--- config.mk ---
export PLATFORM = sky130hd
export DESIGN_NAME = rcd_top
export DESIGN_NICKNAME = d
export VERILOG_FILES = /design/src/verilog/rcd_pkg.sv /design/src/verilog/rcd_top.sv /design/src/verilog/rcd_divider.sv
export SDC_FILE = /design/constraint.sdc
export NUM_CORES = 1
export LEC_CHECK = 0
export ABC_AREA = 1
export BUFFER_PORTS_ARGS = -buffer_cell sky130_fd_sc_hd__buf_2
export CAP_MARGIN = 10
export CORE_ASPECT_RATIO = 0.6
export CORE_MARGIN = 1
export CORE_UTILIZATION = 40
export DETAILED_ROUTE_END_ITERATION = 8
export PLACE_DENSITY_LB_ADDON = 0.1
export REMOVE_ABC_BUFFERS = 1
export SETUP_SLACK_MARGIN = 0.1
export SKIP_CTS_REPAIR_TIMING = 1
export SLEW_MARGIN = 30
export SYNTH_ARGS = -nofsm -noshare
export SYNTH_HDL_FRONTEND = slang
export SYNTH_SLANG_ARGS = --single-unit
export TNS_END_PERCENT = 50
--- constraint.sdc ---
create_clock -name clk -period 6 [get_ports clk]
set_input_delay 0.3 -clock clk [delete_from_list [all_inputs] [get_ports clk]]
set_output_delay 0.3 -clock clk [all_outputs]
set_load 0.02 [all_outputs]
--- src/verilog/rcd_pkg.sv ---
// Constants, register layout and divider helpers for the reference clock divider.
// Assumes a single 200 MHz system clock domain and a plain register port.
package rcd_pkg;

  // ****************************************************************
  // Register port and map
  // ****************************************************************
  localparam int          ADDR_W     = 4;
  localparam int          DATA_W     = 16;
  localparam logic [3:0]  CTRL_ADDR  = 4'h0;
  localparam logic [3:0]  STAT_ADDR  = 4'h1;
  localparam logic [15:0] CTRL_RESET = 16'h0000;
  localparam logic [15:0] CTRL_WMASK = 16'hbf00;   // Bit 14 and the low byte are not held.
  localparam logic [15:0] DATA_ZERO  = 16'h0000;

  // Control field positions.
  localparam int OUT_EN_BIT    = 15;
  localparam int RSVD_BIT      = 14;
  localparam int SLEEP_RUN_BIT = 13;
  localparam int SRC_SEL_BIT   = 12;
  localparam int DIV_MSB       = 11;
  localparam int DIV_LSB       = 8;

  // Status field positions.
  localparam int STAT_LEVEL_BIT = 0;
  localparam int STAT_RUN_BIT   = 1;

  // ****************************************************************
  // Divider
  // ****************************************************************
  localparam int         SEL_W     = 4;
  localparam int         CNT_W     = 16;
  localparam logic [3:0] CODE_PASS = 4'h0;
  localparam logic [3:0] CODE_MAX  = 4'hf;
  localparam logic [3:0] CODE_4096 = 4'hc;
  localparam logic [3:0] CODE_2048 = 4'hb;
  localparam logic [3:0] CODE_1024 = 4'ha;
  localparam logic [3:0] CODE_256  = 4'h8;
  localparam logic [3:0] CODE_128  = 4'h7;
  localparam int RATIO_MAX  = 32768;
  localparam int RATIO_4096 = 4096;
  localparam int RATIO_2048 = 2048;
  localparam int RATIO_1024 = 1024;
  localparam int RATIO_256  = 256;
  localparam int RATIO_128  = 128;
  localparam logic [15:0] ONE_CNT = 16'h0001;

  // Base ticks per half period of the output for a divisor code.
  function automatic logic [15:0] half_period(input logic [3:0] sel);
    if (sel == CODE_PASS) begin
      return ONE_CNT;
    end
    return ONE_CNT << (sel - 4'h1);
  endfunction : half_period

endpackage : rcd_pkg

--- src/verilog/rcd_top.sv ---
// Reference clock divider: control register, base clock choice, divider and output pin.
// Assumes a 200 MHz clk, an asynchronous primary oscillator pin far slower than clk / 2,
// and a sleep level from logic on the same clock.
//
// Overview of operation
// - The output enable bit 15 drives the divided clock onto the pin; clear means the clock is off.
// - Bit 14 always reads zero and writes to it have no effect.
// - With the sleep-run bit 13 set the clock keeps running in Sleep, otherwise it stops.
// - With source select bit 12 set the primary oscillator is the base clock.
// - With source select clear the system clock is the base clock and follows its switches.
// - Bits 11 to 8 hold the divisor and code 1111 divides by 32768.
// - Code 1100 divides the base clock by 4096.
// - Code 1011 divides the base clock by 2048.
// - Code 1010 divides the base clock by 1024.
// - Code 1000 divides the base clock by 256.
// - Code 0111 divides the base clock by 128.
//
// Decided for this implementation: strobed register access and the placing of the registers.
`timescale 1ns/1ps
`default_nettype none
module rcd_top (
  // Clock, reset and freeze.
  input  wire  logic                       clk,
  input  wire  logic                       rst_n,
  input  wire  logic                       ce,
  // Register port.
  input  wire  logic [rcd_pkg::ADDR_W-1:0] reg_addr,
  input  wire  logic [rcd_pkg::DATA_W-1:0] reg_wdata,
  input  wire  logic                       reg_wr,
  input  wire  logic                       reg_rd,
  output var   logic [rcd_pkg::DATA_W-1:0] reg_rdata,
  // Chip state and oscillator.
  input  wire  logic                       sleep_mode,
  input  wire  logic                       primary_osc_in,
  // Reference clock pin.
  output var   logic                       refclk_output_pin
);

  // ****************************************************************
  // Control register
  // ****************************************************************
  logic [rcd_pkg::DATA_W-1:0] ctrl_reg;
  logic                       refclk_out_enable;
  logic                       refclk_sleep_run;
  logic                       refclk_source_select;
  logic [rcd_pkg::SEL_W-1:0]  refclk_divisor_select;
  logic                       ctrl_wr;

  assign ctrl_wr = reg_wr && (reg_addr == rcd_pkg::CTRL_ADDR);

  // Hold only the implemented bits; bit 14 and the low byte stay zero.
  always_ff @(posedge clk or negedge rst_n) begin
    if (!rst_n) begin
      ctrl_reg <= rcd_pkg::CTRL_RESET;
    end else if (ce && ctrl_wr) begin
      ctrl_reg <= reg_wdata & rcd_pkg::CTRL_WMASK;
    end
  end

  // Field decode.
  assign refclk_out_enable     = ctrl_reg[rcd_pkg::OUT_EN_BIT];
  assign refclk_sleep_run      = ctrl_reg[rcd_pkg::SLEEP_RUN_BIT];
  assign refclk_source_select  = ctrl_reg[rcd_pkg::SRC_SEL_BIT];
  assign refclk_divisor_select = ctrl_reg[rcd_pkg::DIV_MSB:rcd_pkg::DIV_LSB];

  // ****************************************************************
  // Base clock selection
  // ****************************************************************
  logic osc_meta_reg;
  logic osc_sync_reg;
  logic osc_prev_reg;
  logic osc_rise;
  logic base_tick;
  logic running;
  logic div_out;
  logic out_level;

  // Two-stage synchroniser plus an edge history stage for the oscillator pin.
  always_ff @(posedge clk or negedge rst_n) begin
    if (!rst_n) begin
      osc_meta_reg <= 1'b0;
      osc_sync_reg <= 1'b0;
      osc_prev_reg <= 1'b0;
    end else if (ce) begin
      osc_meta_reg <= primary_osc_in;
      osc_sync_reg <= osc_meta_reg;
      osc_prev_reg <= osc_sync_reg;
    end
  end

  assign osc_rise = osc_sync_reg && !osc_prev_reg;

  // The system clock is clk itself, so every cycle is a base edge and a clock switch
  // upstream is followed automatically.
  assign base_tick = refclk_source_select ? osc_rise : 1'b1;

  // The divider runs while enabled, and in Sleep only when asked to keep running.
  assign running = refclk_out_enable && (!sleep_mode || refclk_sleep_run);

  rcd_divider u_div (
    .clk     (clk),
    .rst_n   (rst_n),
    .ce      (ce),
    .clear   (!running),
    .tick    (base_tick),
    .sel     (refclk_divisor_select),
    .div_out (div_out)
  );

  // Code zero on the oscillator passes its level straight through.
  assign out_level = (refclk_source_select && (refclk_divisor_select == rcd_pkg::CODE_PASS))
                   ? osc_sync_reg : div_out;

  // ****************************************************************
  // Output pin and read port
  // ****************************************************************
  // The pin is registered, so it goes low in the cycle after the reference clock goes off and stays low while it is off.
  always_ff @(posedge clk or negedge rst_n) begin
    if (!rst_n) begin
      refclk_output_pin <= 1'b0;
    end else if (ce) begin
      refclk_output_pin <= running && out_level;
    end
  end

  // Read data stand in the cycle after the strobe only; unmapped reads give zero.
  always_ff @(posedge clk or negedge rst_n) begin
    if (!rst_n) begin
      reg_rdata <= rcd_pkg::DATA_ZERO;
    end else if (ce) begin
      reg_rdata <= rcd_pkg::DATA_ZERO;
      if (reg_rd && (reg_addr == rcd_pkg::CTRL_ADDR)) begin
        reg_rdata <= ctrl_reg;
      end else if (reg_rd && (reg_addr == rcd_pkg::STAT_ADDR)) begin
        reg_rdata[rcd_pkg::STAT_LEVEL_BIT] <= refclk_output_pin;
        reg_rdata[rcd_pkg::STAT_RUN_BIT]   <= running;
      end
    end
  end

  // ****************************************************************
  // Checks
  // ****************************************************************
  // Helper: cycles between toggles of the divider output under a settled setup.
  logic        div_prev_reg;
  logic        div_tog;
  logic [15:0] gap_reg;
  logic        gap_ok_reg;
  logic [15:0] gap_len;

  assign div_tog = div_out != div_prev_reg;
  assign gap_len = gap_reg + rcd_pkg::ONE_CNT;

  // Measure the half period seen on the divider output.
  always_ff @(posedge clk or negedge rst_n) begin
    if (!rst_n) begin
      div_prev_reg <= 1'b0;
      gap_reg      <= '0;
      gap_ok_reg   <= 1'b0;
    end else if (ce) begin
      div_prev_reg <= div_out;
      gap_reg      <= div_tog ? '0 : gap_len;
      if (ctrl_wr || !running) begin
        gap_ok_reg <= 1'b0;
      end else if (div_tog) begin
        gap_ok_reg <= 1'b1;
      end
    end
  end
endmodule : rcd_top
`default_nettype wire

--- src/verilog/rcd_divider.sv ---
// Power-of-two tick divider producing a square wave.
// Assumes tick is a same-domain enable marking each base clock edge.
`timescale 1ns/1ps
`default_nettype none
module rcd_divider (
  // Clock, reset and freeze.
  input  wire  logic                      clk,
  input  wire  logic                      rst_n,
  input  wire  logic                      ce,
  // Control.
  input  wire  logic                      clear,
  input  wire  logic                      tick,
  input  wire  logic [rcd_pkg::SEL_W-1:0] sel,
  // Divided output.
  output var   logic                      div_out
);

  logic [rcd_pkg::CNT_W-1:0] cnt_reg;
  logic [rcd_pkg::CNT_W-1:0] limit;

  // Last count of a half period; a lowered divisor also ends the half period.
  assign limit = rcd_pkg::half_period(sel) - rcd_pkg::ONE_CNT;

  // Count base ticks and toggle the output every half period.
  always_ff @(posedge clk or negedge rst_n) begin
    if (!rst_n) begin
      cnt_reg <= '0;
      div_out <= 1'b0;
    end else if (ce) begin
      if (clear) begin
        cnt_reg <= '0;
        div_out <= 1'b0;
      end else if (tick) begin
        if (cnt_reg >= limit) begin
          cnt_reg <= '0;
          div_out <= ~div_out;
        end else begin
          cnt_reg <= cnt_reg + rcd_pkg::ONE_CNT;
        end
      end
    end
  end

endmodule : rcd_divider
`default_nettype wire

Word-level counts from Yosys, hierarchy flattened
Index checks and enable logic that the tools add are counted.
{ "word_totals": {"regBits": 44, "input_bits": 27, "output_inout_bits": 17, "wordCells": 46} }
{ "classes": {"n_addsub": 3, "n_lt_le_gt_ge": 1, "n_eq_ne": 3, "shifts": 1, "n_mux": 14, "n_bitwise": 1, "n_reduce_logical": 15} }
{ "ops": {"columns": ["cell", "count"], "rows": [
  ["$mux W16", 5],
  ["$add A16 B1 Y16 const B", 1],
  ["$ge A16 B16 Y1", 1],
  ["$shl A1 B4 Y16 const A", 1],
  ["$sub A16 B1 Y16 const B", 1],
  ["$mux W14", 1],
  ["$logic_and A1 B1 Y1", 8],
  ["$logic_not A4 Y1", 2],
  ["$mux W1", 6],
  ["$eq A4 B1 Y1 const B", 1],
  ["$mux W2", 2],
  ["$sub A4 B1 Y4 const B", 1],
  ["$reduce_and A3 Y1", 1],
  ["$logic_not A1 Y1", 2],
  ["$ne A2 B1 Y1 const B", 1],
  ["$ne A2 B2 Y1 const B", 1],
  ["$reduce_and A2 Y1", 1],
  ["$logic_or A1 B1 Y1", 1],
  ["$not A1 Y1", 1]
]} }

Longest topological paths before layout
Gate-level depths: netlist (run 1).
{ "logic_depth": {"depth_word": 8, "mapped_depth": 20, "mapped_depth_nobuf": 19} }

By module
From an unflattened synthesis (run 1), not the netlist that was laid out.
{ "unflattened": {"cells_unflattened": 346, "area_unflattened_um2": 2607.5} }
{ "modules_own_cells": {"columns": ["module", "instances", "cells_per_inst", "area_per_inst_um2", "seq_area_each_um2"], "rows": [
  ["rcd_divider", 1, 235, 1635.3, 425.4],
  ["rcd_top", 1, 111, 972.2, 500.5]
]} }

Worst setup path after synthesis (run 1)
No wires, ideal clock.
{ "synth_timing": {"path_kind": "register -> register", "from": "reg ctrl_reg[11] (netlist name)", "to": "reg u_div.cnt_reg[11] (netlist name)", "setup_ps": 69, "t_arrival_ps": 2405, "required_ps": 5931, "setup_slack_ps": 3526, "path_stages_with_launch": 20, "n_path_buf": 2, "period_less_slack_ps": 2474, "cell_sequence": "dfrtp_1 > inv_1 > clkbuf_1 > nand2_1 > ha_1 > inv_1 > a21oi_2 > nand3_1 > xnor2_1 > ha_1 > nand2_1 > inv_1 > o21ai_1 > a21oi_1 > nor2_2 > nand2_2 > nand2_2 > inv_2 > buf_6 > nor2_2"} }
{ "synth_between": {"elab_chain_len": 8, "word_cells_on_any_way": 10, "cone_classes": "2 x add/sub; 1 x order compare; 1 x shift; 5 x mux; 1 x reduce/logical"} }
{ "synth_lines": {"columns": ["element", "line", "text"], "rows": [
  ["from (decl)", "rcd_top.sv:42", "logic [rcd_pkg::DATA_W-1:0] ctrl_reg;"],
  ["from (signal assigned)", "rcd_top.sv:54", "ctrl_reg <= rcd_pkg::CTRL_RESET;"],
  ["from (signal assigned)", "rcd_top.sv:56", "ctrl_reg <= reg_wdata & rcd_pkg::CTRL_WMASK;"],
  ["$sub A4 B1 Y4 / $logic_not A4 Y1 (equally long branches)", "rcd_pkg.sv:53, rcd_pkg.sv:50", null],
  ["$shl A1 B4 Y16 / $mux W1 (equally long branches)", "rcd_pkg.sv:53, rcd_pkg.sv:50", null],
  ["$mux W16 (*)", "rcd_pkg.sv:53", "return ONE_CNT << (sel - 4'h1);"],
  ["$sub A16 B1 Y16 (*)", "rcd_divider.sv:22", "assign limit = rcd_pkg::half_period(sel) - rcd_pkg::ONE_CNT;"],
  ["$ge A16 B16 Y1 (*)", "rcd_divider.sv:34", "if (cnt_reg >= limit) begin"],
  ["$mux W16 (*)", "rcd_divider.sv:34", null],
  ["$mux W16 (*)", "rcd_divider.sv:33", "end else if (tick) begin"],
  ["$mux W16 (*)", "rcd_divider.sv:30", "if (clear) begin"],
  ["to (signal assigned)", "rcd_divider.sv:38", "cnt_reg <= cnt_reg + rcd_pkg::ONE_CNT;"],
  ["to (decl)", "rcd_divider.sv:18", "logic [rcd_pkg::CNT_W-1:0] cnt_reg;"]
]} }
Mark *: on every way between the ends. The rest lies on a longest branch, timed or not. The select of a mux whose other input is x is not followed.
A chain may end at the register's enable or synchronous reset.

Final worst setup path (run 1)
{ "layout_timing": {"from": "reg ctrl_reg[11] (netlist name)", "to": "reg u_div.cnt_reg[15] (netlist name)"} }
The elaborated chain is that of the path after synthesis.

==> flow_metrics.py, run 1 <==
metrics = {
    "clock_network": {
        "tritoncts_clock_tree": "done",
        "htree_levels": 2,
        "cts-root-buf": "clkbuf_8",
        "clock-sinks": 37,
        "clk_transition_reported_paths_ps": 80,
        "cts_made_buffers": 5,
        "cts-root-to-sink-buffers": 2,
        "clkLatencyLatePin_ps": 300,
    },
    "die": {
        "start_util_pct": 42.7,
        "die_y_um": 62.5,
        "die_width_um": 103,
        "placeableCoreArea_mm2": 0.00573,
        "die_area_mm2": 0.00644,
        "floorplan.io_pins": 44,
        "rows": 21,
    },
    "route": {
        "number_of_design_rule_violations_left_after_detail_routing": 0,
        "drt-vias-per-instance": 4.73,
        "first_pass_iteration_count_of_the_detailed_router": 4,
        "drt-initial-drc-count": 124,
        "totalWireLength_um": 5410,
        "detail-route-antenna-nets": 0,
        "post_drt_wl_per_cell_um": 12.9,
        "route.vias.total": 1985,
    },
    "global_route": {
        "grt.overflow.total": 0,
        "antenna_found_initial": 0,
        "wire_length_of_the_first_global_routing_pass_um": 9010,
        "number_of_global_route_vias_before_repair": 1829,
        "grt_util_all_layers_pct": 18.8,
        "largest_net_degree_at_the_start_of_global_routing": 38,
    },
    "power_and_ir_drop": {
        "ir_worst_vdd_v": 0.000150,
        "total_leakage_power_nw": 1.38,
        "p_per_area_mw_per_mm2": 289,
        "total_power_draw_uw": 789,
    },
    "synthesis": {
        "synth.yosys.seq_area_share_pct": 37.9,
        "total_of_warnings_raised_by_yosys": 0,
        "yosys-top-cells-area": "dfrtp_1 (38%), nand2_1 (12%), ha_1 (9.2%)",
        "synth_top_area_share_pct": 37.9,
        "yosys.cell_types.count": 32,
        "syn_area_mm2": 0.00244,
        "synthesis.area_per_instance_um2": 7.78,
        "post_syn_instances": 314,
        "synth.ff_latch_count": 37,
        "netlist.top_cell.by_area": "dfrtp_1",
    },
    "sta": {
        "timing.final.ws_setup_ps": 2810,
        "finClkSkew_ps": 7.39,
        "timing.fmax_ghz": 0.314,
        "worst_margin_pin_slew_ps": 766,
        "min_period_over_period_pct": 53.1,
        "fin_tns_setup_ps": 0,
        "fin_crit_ps": 3190,
        "final_max_slew_viol_count": 0,
        "maxSlewHeadroom_pct": 48.8,
        "grt_setup_unrepaired": "false",
        "total_of_endpoints_with_negative_setup_slack_in_the_final_report": 0,
        "timing.final.hold_violations": 0,
    },
    "placement": {
        "dp_worst_setup_slack_ps": 2810,
        "gp_congestion": 0.860,
        "placed_cell_area_mm2": 0.00260,
        "portBuffers": 27,
        "dp_hpwl_um": 4140,
    },
    "worst_hold_path": {
        "timing.hold.worst.class": "input pin to flop",
    },
    "layout": {
        "layout.core_utilization_pct": 47.6,
        "mostFrequentLayoutCell": "nand2_1",
        "num_antenna_cells": 0,
        "fin_area_mm2": 0.00273,
        "layout-drive-gt1-share_pct": 18.2,
        "finalNetCount": 384,
        "area_growth_syn_to_layout_pct": 11.7,
        "largest_register_ffs": 16,
        "most-common-layout-cells": "nand2_1 (77), dfrtp_1 (37), inv_1 (34), buf_2 (26), nor2_1 (24)",
    },
    "run_status": {
        "outcome": "finished clean",
    },
    "critical_path": {
        "critical_path_peak_fanout": 13,
        "critPathKind": "flop to flop",
        "critPathRequiredTime_ps": 6180,
        "type_of_origin_of_the_critical_path": "flop",
        "worstPathArrival_ps": 3370,
        "critPathCaptureType": "flop",
    },
    "job": {
        "maxCapViolCount": 0,
    },
}
worst max-delay path, stage by stage, from the launching register on:
cell and delay [ps]:
dfrtp_1 560, inv_1 260, nand2_1 160, ha_1 220, inv_1 80, a21oi_2 160
nand3_1 160, nand2_1 80, o21ai_1 70, ha_1 290, nand4_1 130, nor2_1 170
nand2_1 130, nand2_2 90, nand2_2 100, inv_2 290, nor2_1 100
final cells by class:
type | instances | area (µm²)
inverters | 38 | 143
clock inverters | 2 | 37.5
flip-flops and latches | 37 | 926
repair buffers | 28 | 148
fillers | 590 | 3000
clock buffers | 6 | 82.6
multi-input cells | 229 | 1290
well taps | 80 | 100
report_power, final:
part / internal, mW / switching [mW] / total, mW / leakage, nW
Combinational: 0.0853 / 0.158 / 0.244 / 0.838
Sequential: 0.279 / 0.0323 / 0.311 / 0.488
Clock: 0.135 / 0.0988 / 0.234 / 0.0574
per-stage QoR:
stage	hold slack, ps	cells
2_1_floorplan	4.41	304
3_3_place_gp	454	411
3_5_place_dp	458	411
4_1_cts	129	419
5_1_grt	210	420
6_report	201	420
cells by family (layout without fill, tap and decap cells):
logic type / Yosys count / after routing / synth area share, %
simple gates: 151 / 151 / 28.3
buf+inv: 54 / 74 / 10.1
compound gates: 39 / 39 / 9.52
flops: 37 / 37 / 37.9
fa+ha+maj: 18 / 18 / 9.22
xor+xnor: 13 / 13 / 4.66
other cells: 2 / 8 / 0.307
Yosys cell counts (all sizes together):
master / instances
nand2: 80
inv: 38
nor2: 38
dfrtp: 37
nand3: 21
ha: 18
o21ai: 17
buf: 15
a21oi: 13
nand4: 8
o31ai: 7
xor2: 7
xnor2: 6
conb: 2
nor3: 2
clkbuf: 1
nand3b: 1
nor4: 1
o211ai: 1
o21a: 1
final timing paths:
path                                           from                            end  slack, ps  cells after the start
max                        ctrl_reg[11]$_DFFE_PN0P_  u_div.cnt_reg[15]$_DFFE_PN0P_       2810                     16
min                                  primary_osc_in       osc_meta_reg$_DFFE_PN0P_        200                      3
max reg2reg                ctrl_reg[11]$_DFFE_PN0P_  u_div.cnt_reg[15]$_DFFE_PN0P_       2810                     16
min reg2reg                osc_meta_reg$_DFFE_PN0P_       osc_meta_reg$_DFFE_PN0P_        470                      2
max in group asynchronous                     rst_n   u_div.cnt_reg[5]$_DFFE_PN0P_       5150                      2
min in group asynchronous                     rst_n       ctrl_reg[13]$_DFFE_PN0P_        490                      2
per-layer routing:
metal | GRT usage, % | vias to the layer above | wire (µm)
li1 | - | 1047 | -
met1 | 30.1 | 898 | 3170
met2 | 23.4 | 35 | 1980
met3 | 4.59 | 5 | 207
met4 | 6.87 | 0 | 57
met5 | 0 | - | 0
No activity file was read; power rests on OpenSTA's default activity.
==> run 2, diff against run 1 <==
- clock period: 6 -> 2.7 ns (I/O delays scaled with it)
==> run 2 against run 1 <==
Against the previous run: first-iteration DRC count decreased by 56%; worst hold slack got worse by 170 ps; cell count increased by 4.8%; register-to-register slack got worse by 2700 ps; largest power group is now combinational cells; routed wire length up 6.8%.
==> flow_metrics.py, run 2 (synthesis results as in run 1) <==
metrics = {
    "sta": {
        "maxSlewHeadroom_pct": 45.5,
        "grt_setup_unrepaired": "true",
        "worst_margin_pin_slew_ps": 814,
        "timing.final.hold_violations": 0,
        "finalHoldWorstSlack_ps": 35.0,
        "finClkSkew_ps": 10.8,
        "min_period_over_period_pct": 95.5,
        "timing.final.ws_setup_ps": 122,
        "total_of_endpoints_with_negative_setup_slack_in_the_final_report": 0,
        "fin_crit_ps": 2580,
        "final_max_slew_viol_count": 0,
        "timing.fmax_ghz": 0.388,
    },
    "layout": {
        "fin_area_mm2": 0.00300,
        "num_antenna_cells": 0,
        "mostFrequentLayoutCell": "nand2_1",
        "layout-drive-gt1-share_pct": 28.3,
        "finalNetCount": 404,
        "final-instance-count-excl-fill": 440,
        "largest_register_ffs": 16,
        "most-common-layout-cells": "nand2_1 (73), dfrtp_1 (36), inv_1 (30), buf_2 (26), nor2_1 (21)",
        "area_growth_syn_to_layout_pct": 22.7,
    },
    "route": {
        "met2RoutedLength_um": 2280,
        "totalWireLength_um": 5770,
        "number_of_design_rule_violations_left_after_detail_routing": 0,
        "route.vias.total": 2097,
        "post_drt_wl_per_cell_um": 13.1,
        "highest_layer": "met4",
        "drt-initial-drc-count": 54,
        "detail-route-antenna-nets": 0,
        "first_pass_iteration_count_of_the_detailed_router": 4,
        "met3WireLength_um": 212,
        "drt-vias-per-instance": 4.77,
        "met1Wirelength_um": 3210,
    },
    "global_route": {
        "grt_util_all_layers_pct": 18.6,
        "wire_length_of_the_first_global_routing_pass_um": 8990,
        "antenna_found_initial": 0,
        "largest_net_degree_at_the_start_of_global_routing": 38,
        "grt.overflow.total": 0,
        "number_of_global_route_vias_before_repair": 1873,
    },
    "clock_network": {
        "cts_made_buffers": 5,
        "tritoncts_clock_tree": "done",
        "cts-root-to-sink-buffers": 2,
        "cts-root-buf": "clkbuf_8",
        "clock-sinks": 37,
        "clkLatencyLatePin_ps": 300,
        "htree_levels": 2,
        "clk_transition_reported_paths_ps": 80,
    },
    "power_and_ir_drop": {
        "p_per_area_mw_per_mm2": 649,
        "total_leakage_power_nw": 1.51,
        "seq_power_share_pct": 34.7,
        "share_clk_of_total_power_pct": 26.2,
        "power.combinational.fraction_pct": 39.0,
        "power.switching_uw": 713,
        "p_int_mw": 1.23,
        "switching_share_pct": 36.7,
        "ir_worst_vdd_v": 0.000313,
    },
    "placement": {
        "portBuffers": 27,
        "dp.cells": 426,
        "dp_worst_setup_slack_ps": -40.0,
        "gp_congestion": 0.857,
        "dp_hpwl_um": 4190,
        "placed_cell_area_mm2": 0.00271,
    },
    "job": {
        "maxCapViolCount": 0,
    },
    "die": {
        "rows": 21,
        "start_util_pct": 42.7,
        "floorplan.io_pins": 44,
        "die_area_mm2": 0.00644,
        "placeableCoreArea_mm2": 0.00573,
        "die_y_um": 62.5,
        "die_width_um": 103,
    },
    "worst_hold_path": {
        "hold_path.startpoint": "primary_osc_in",
        "timing.hold.worst.class": "input pin to flop",
        "min_path_cells": 3,
        "hold_end": "osc_meta_reg$_DFFE_PN0P_",
    },
    "critical_path": {
        "critical_path_peak_fanout": 4,
        "critPathCaptureType": "flop",
        "reg2reg_depth": 18,
        "type_of_origin_of_the_critical_path": "flop",
        "critPathKind": "flop to flop",
        "timing.reg2reg.setup_slack_ps": 120,
        "critical_path.reg2reg.startpoint": "ctrl_reg[9]$_DFFE_PN0P_",
        "worstPathArrival_ps": 2770,
        "regToRegEndpoint": "u_div.div_out$_DFFE_PN0P_",
        "critPathRequiredTime_ps": 2890,
    },
    "run_status": {
        "outcome": "finished clean",
    },
}
## run 2: cell types whose count changed in the layout (fill, tap and decap cells not counted), sizes merged
| cell | delta |
|---|---|
| buf | +20 |
## run 2: final cells by class
cell class              count  area, µm²
clock buffers               6       82.6
clock inverters             2       37.5
fillers                   580       2730
inverters                  38        153
multi-input cells         229       1390
flip-flops and latches     37        927
well taps                  80        100
repair buffers             48        313
## run 2: how the worst max path moves through the flow
stage,from,endpoint,slack (ps),depth (start not counted)
2_1_floorplan,ctrl_reg[11]$_DFFE_PN0P_,u_div.cnt_reg[10]$_DFFE_PN0P_,100,17
3_3_place_gp,ctrl_reg[8]$_DFFE_PN0P_,u_div.cnt_reg[10]$_DFFE_PN0P_,-30,15
3_5_place_dp,ctrl_reg[10]$_DFFE_PN0P_,u_div.cnt_reg[15]$_DFFE_PN0P_,-40,15
4_1_cts,ctrl_reg[9]$_DFFE_PN0P_,u_div.cnt_reg[15]$_DFFE_PN0P_,-90,16
5_1_grt,ctrl_reg[9]$_DFFE_PN0P_,u_div.cnt_reg[13]$_DFFE_PN0P_,-40,20
6_report,ctrl_reg[9]$_DFFE_PN0P_,u_div.div_out$_DFFE_PN0P_,120,18
## run 2: per-stage QoR
step                total power [mW]  util [%]  setup TNS, ps
floorplan                       1.09         -              0
global placement                1.31      47.3          -94.2
detailed placement              1.32      47.3           -154
CTS                             1.83      49.4           -514
global route                    2.08      52.3          -85.4
finish                          1.95      52.3              0
## run 2: metal layers
metal	vias up	GRT usage, %
met5	-	0
met4	0	5.81
met3	8	4.03
met2	29	23.9
met1	973	29.9
li1	1087	-
## run 2: worst max-delay path, cell delays in order, from the launching register on
cell and delay (ps):
dfrtp_1 410, inv_2 70, nor3_4 230, nand2_2 100
ha_4 180, inv_4 60, a21oi_4 40, buf_4 140
xnor2_2 130, inv_1 60, ha_1 270, nand3_1 90
nor2_2 160, nand2_2 90, nand2_2 110, nand2_4 70
buf_6 130, nand2_1 50, nand2_1 50
## run 2: power groups by stage
stage | clock (mW) | combinational [mW] | sequential [mW]
after floorplan | 0 | 0.393 | 0.694
after CTS | 0.523 | 0.643 | 0.668
after global routing | 0.545 | 0.848 | 0.685
after global placement | 0 | 0.631 | 0.677
final | 0.510 | 0.760 | 0.676
after detailed placement | 0 | 0.639 | 0.679
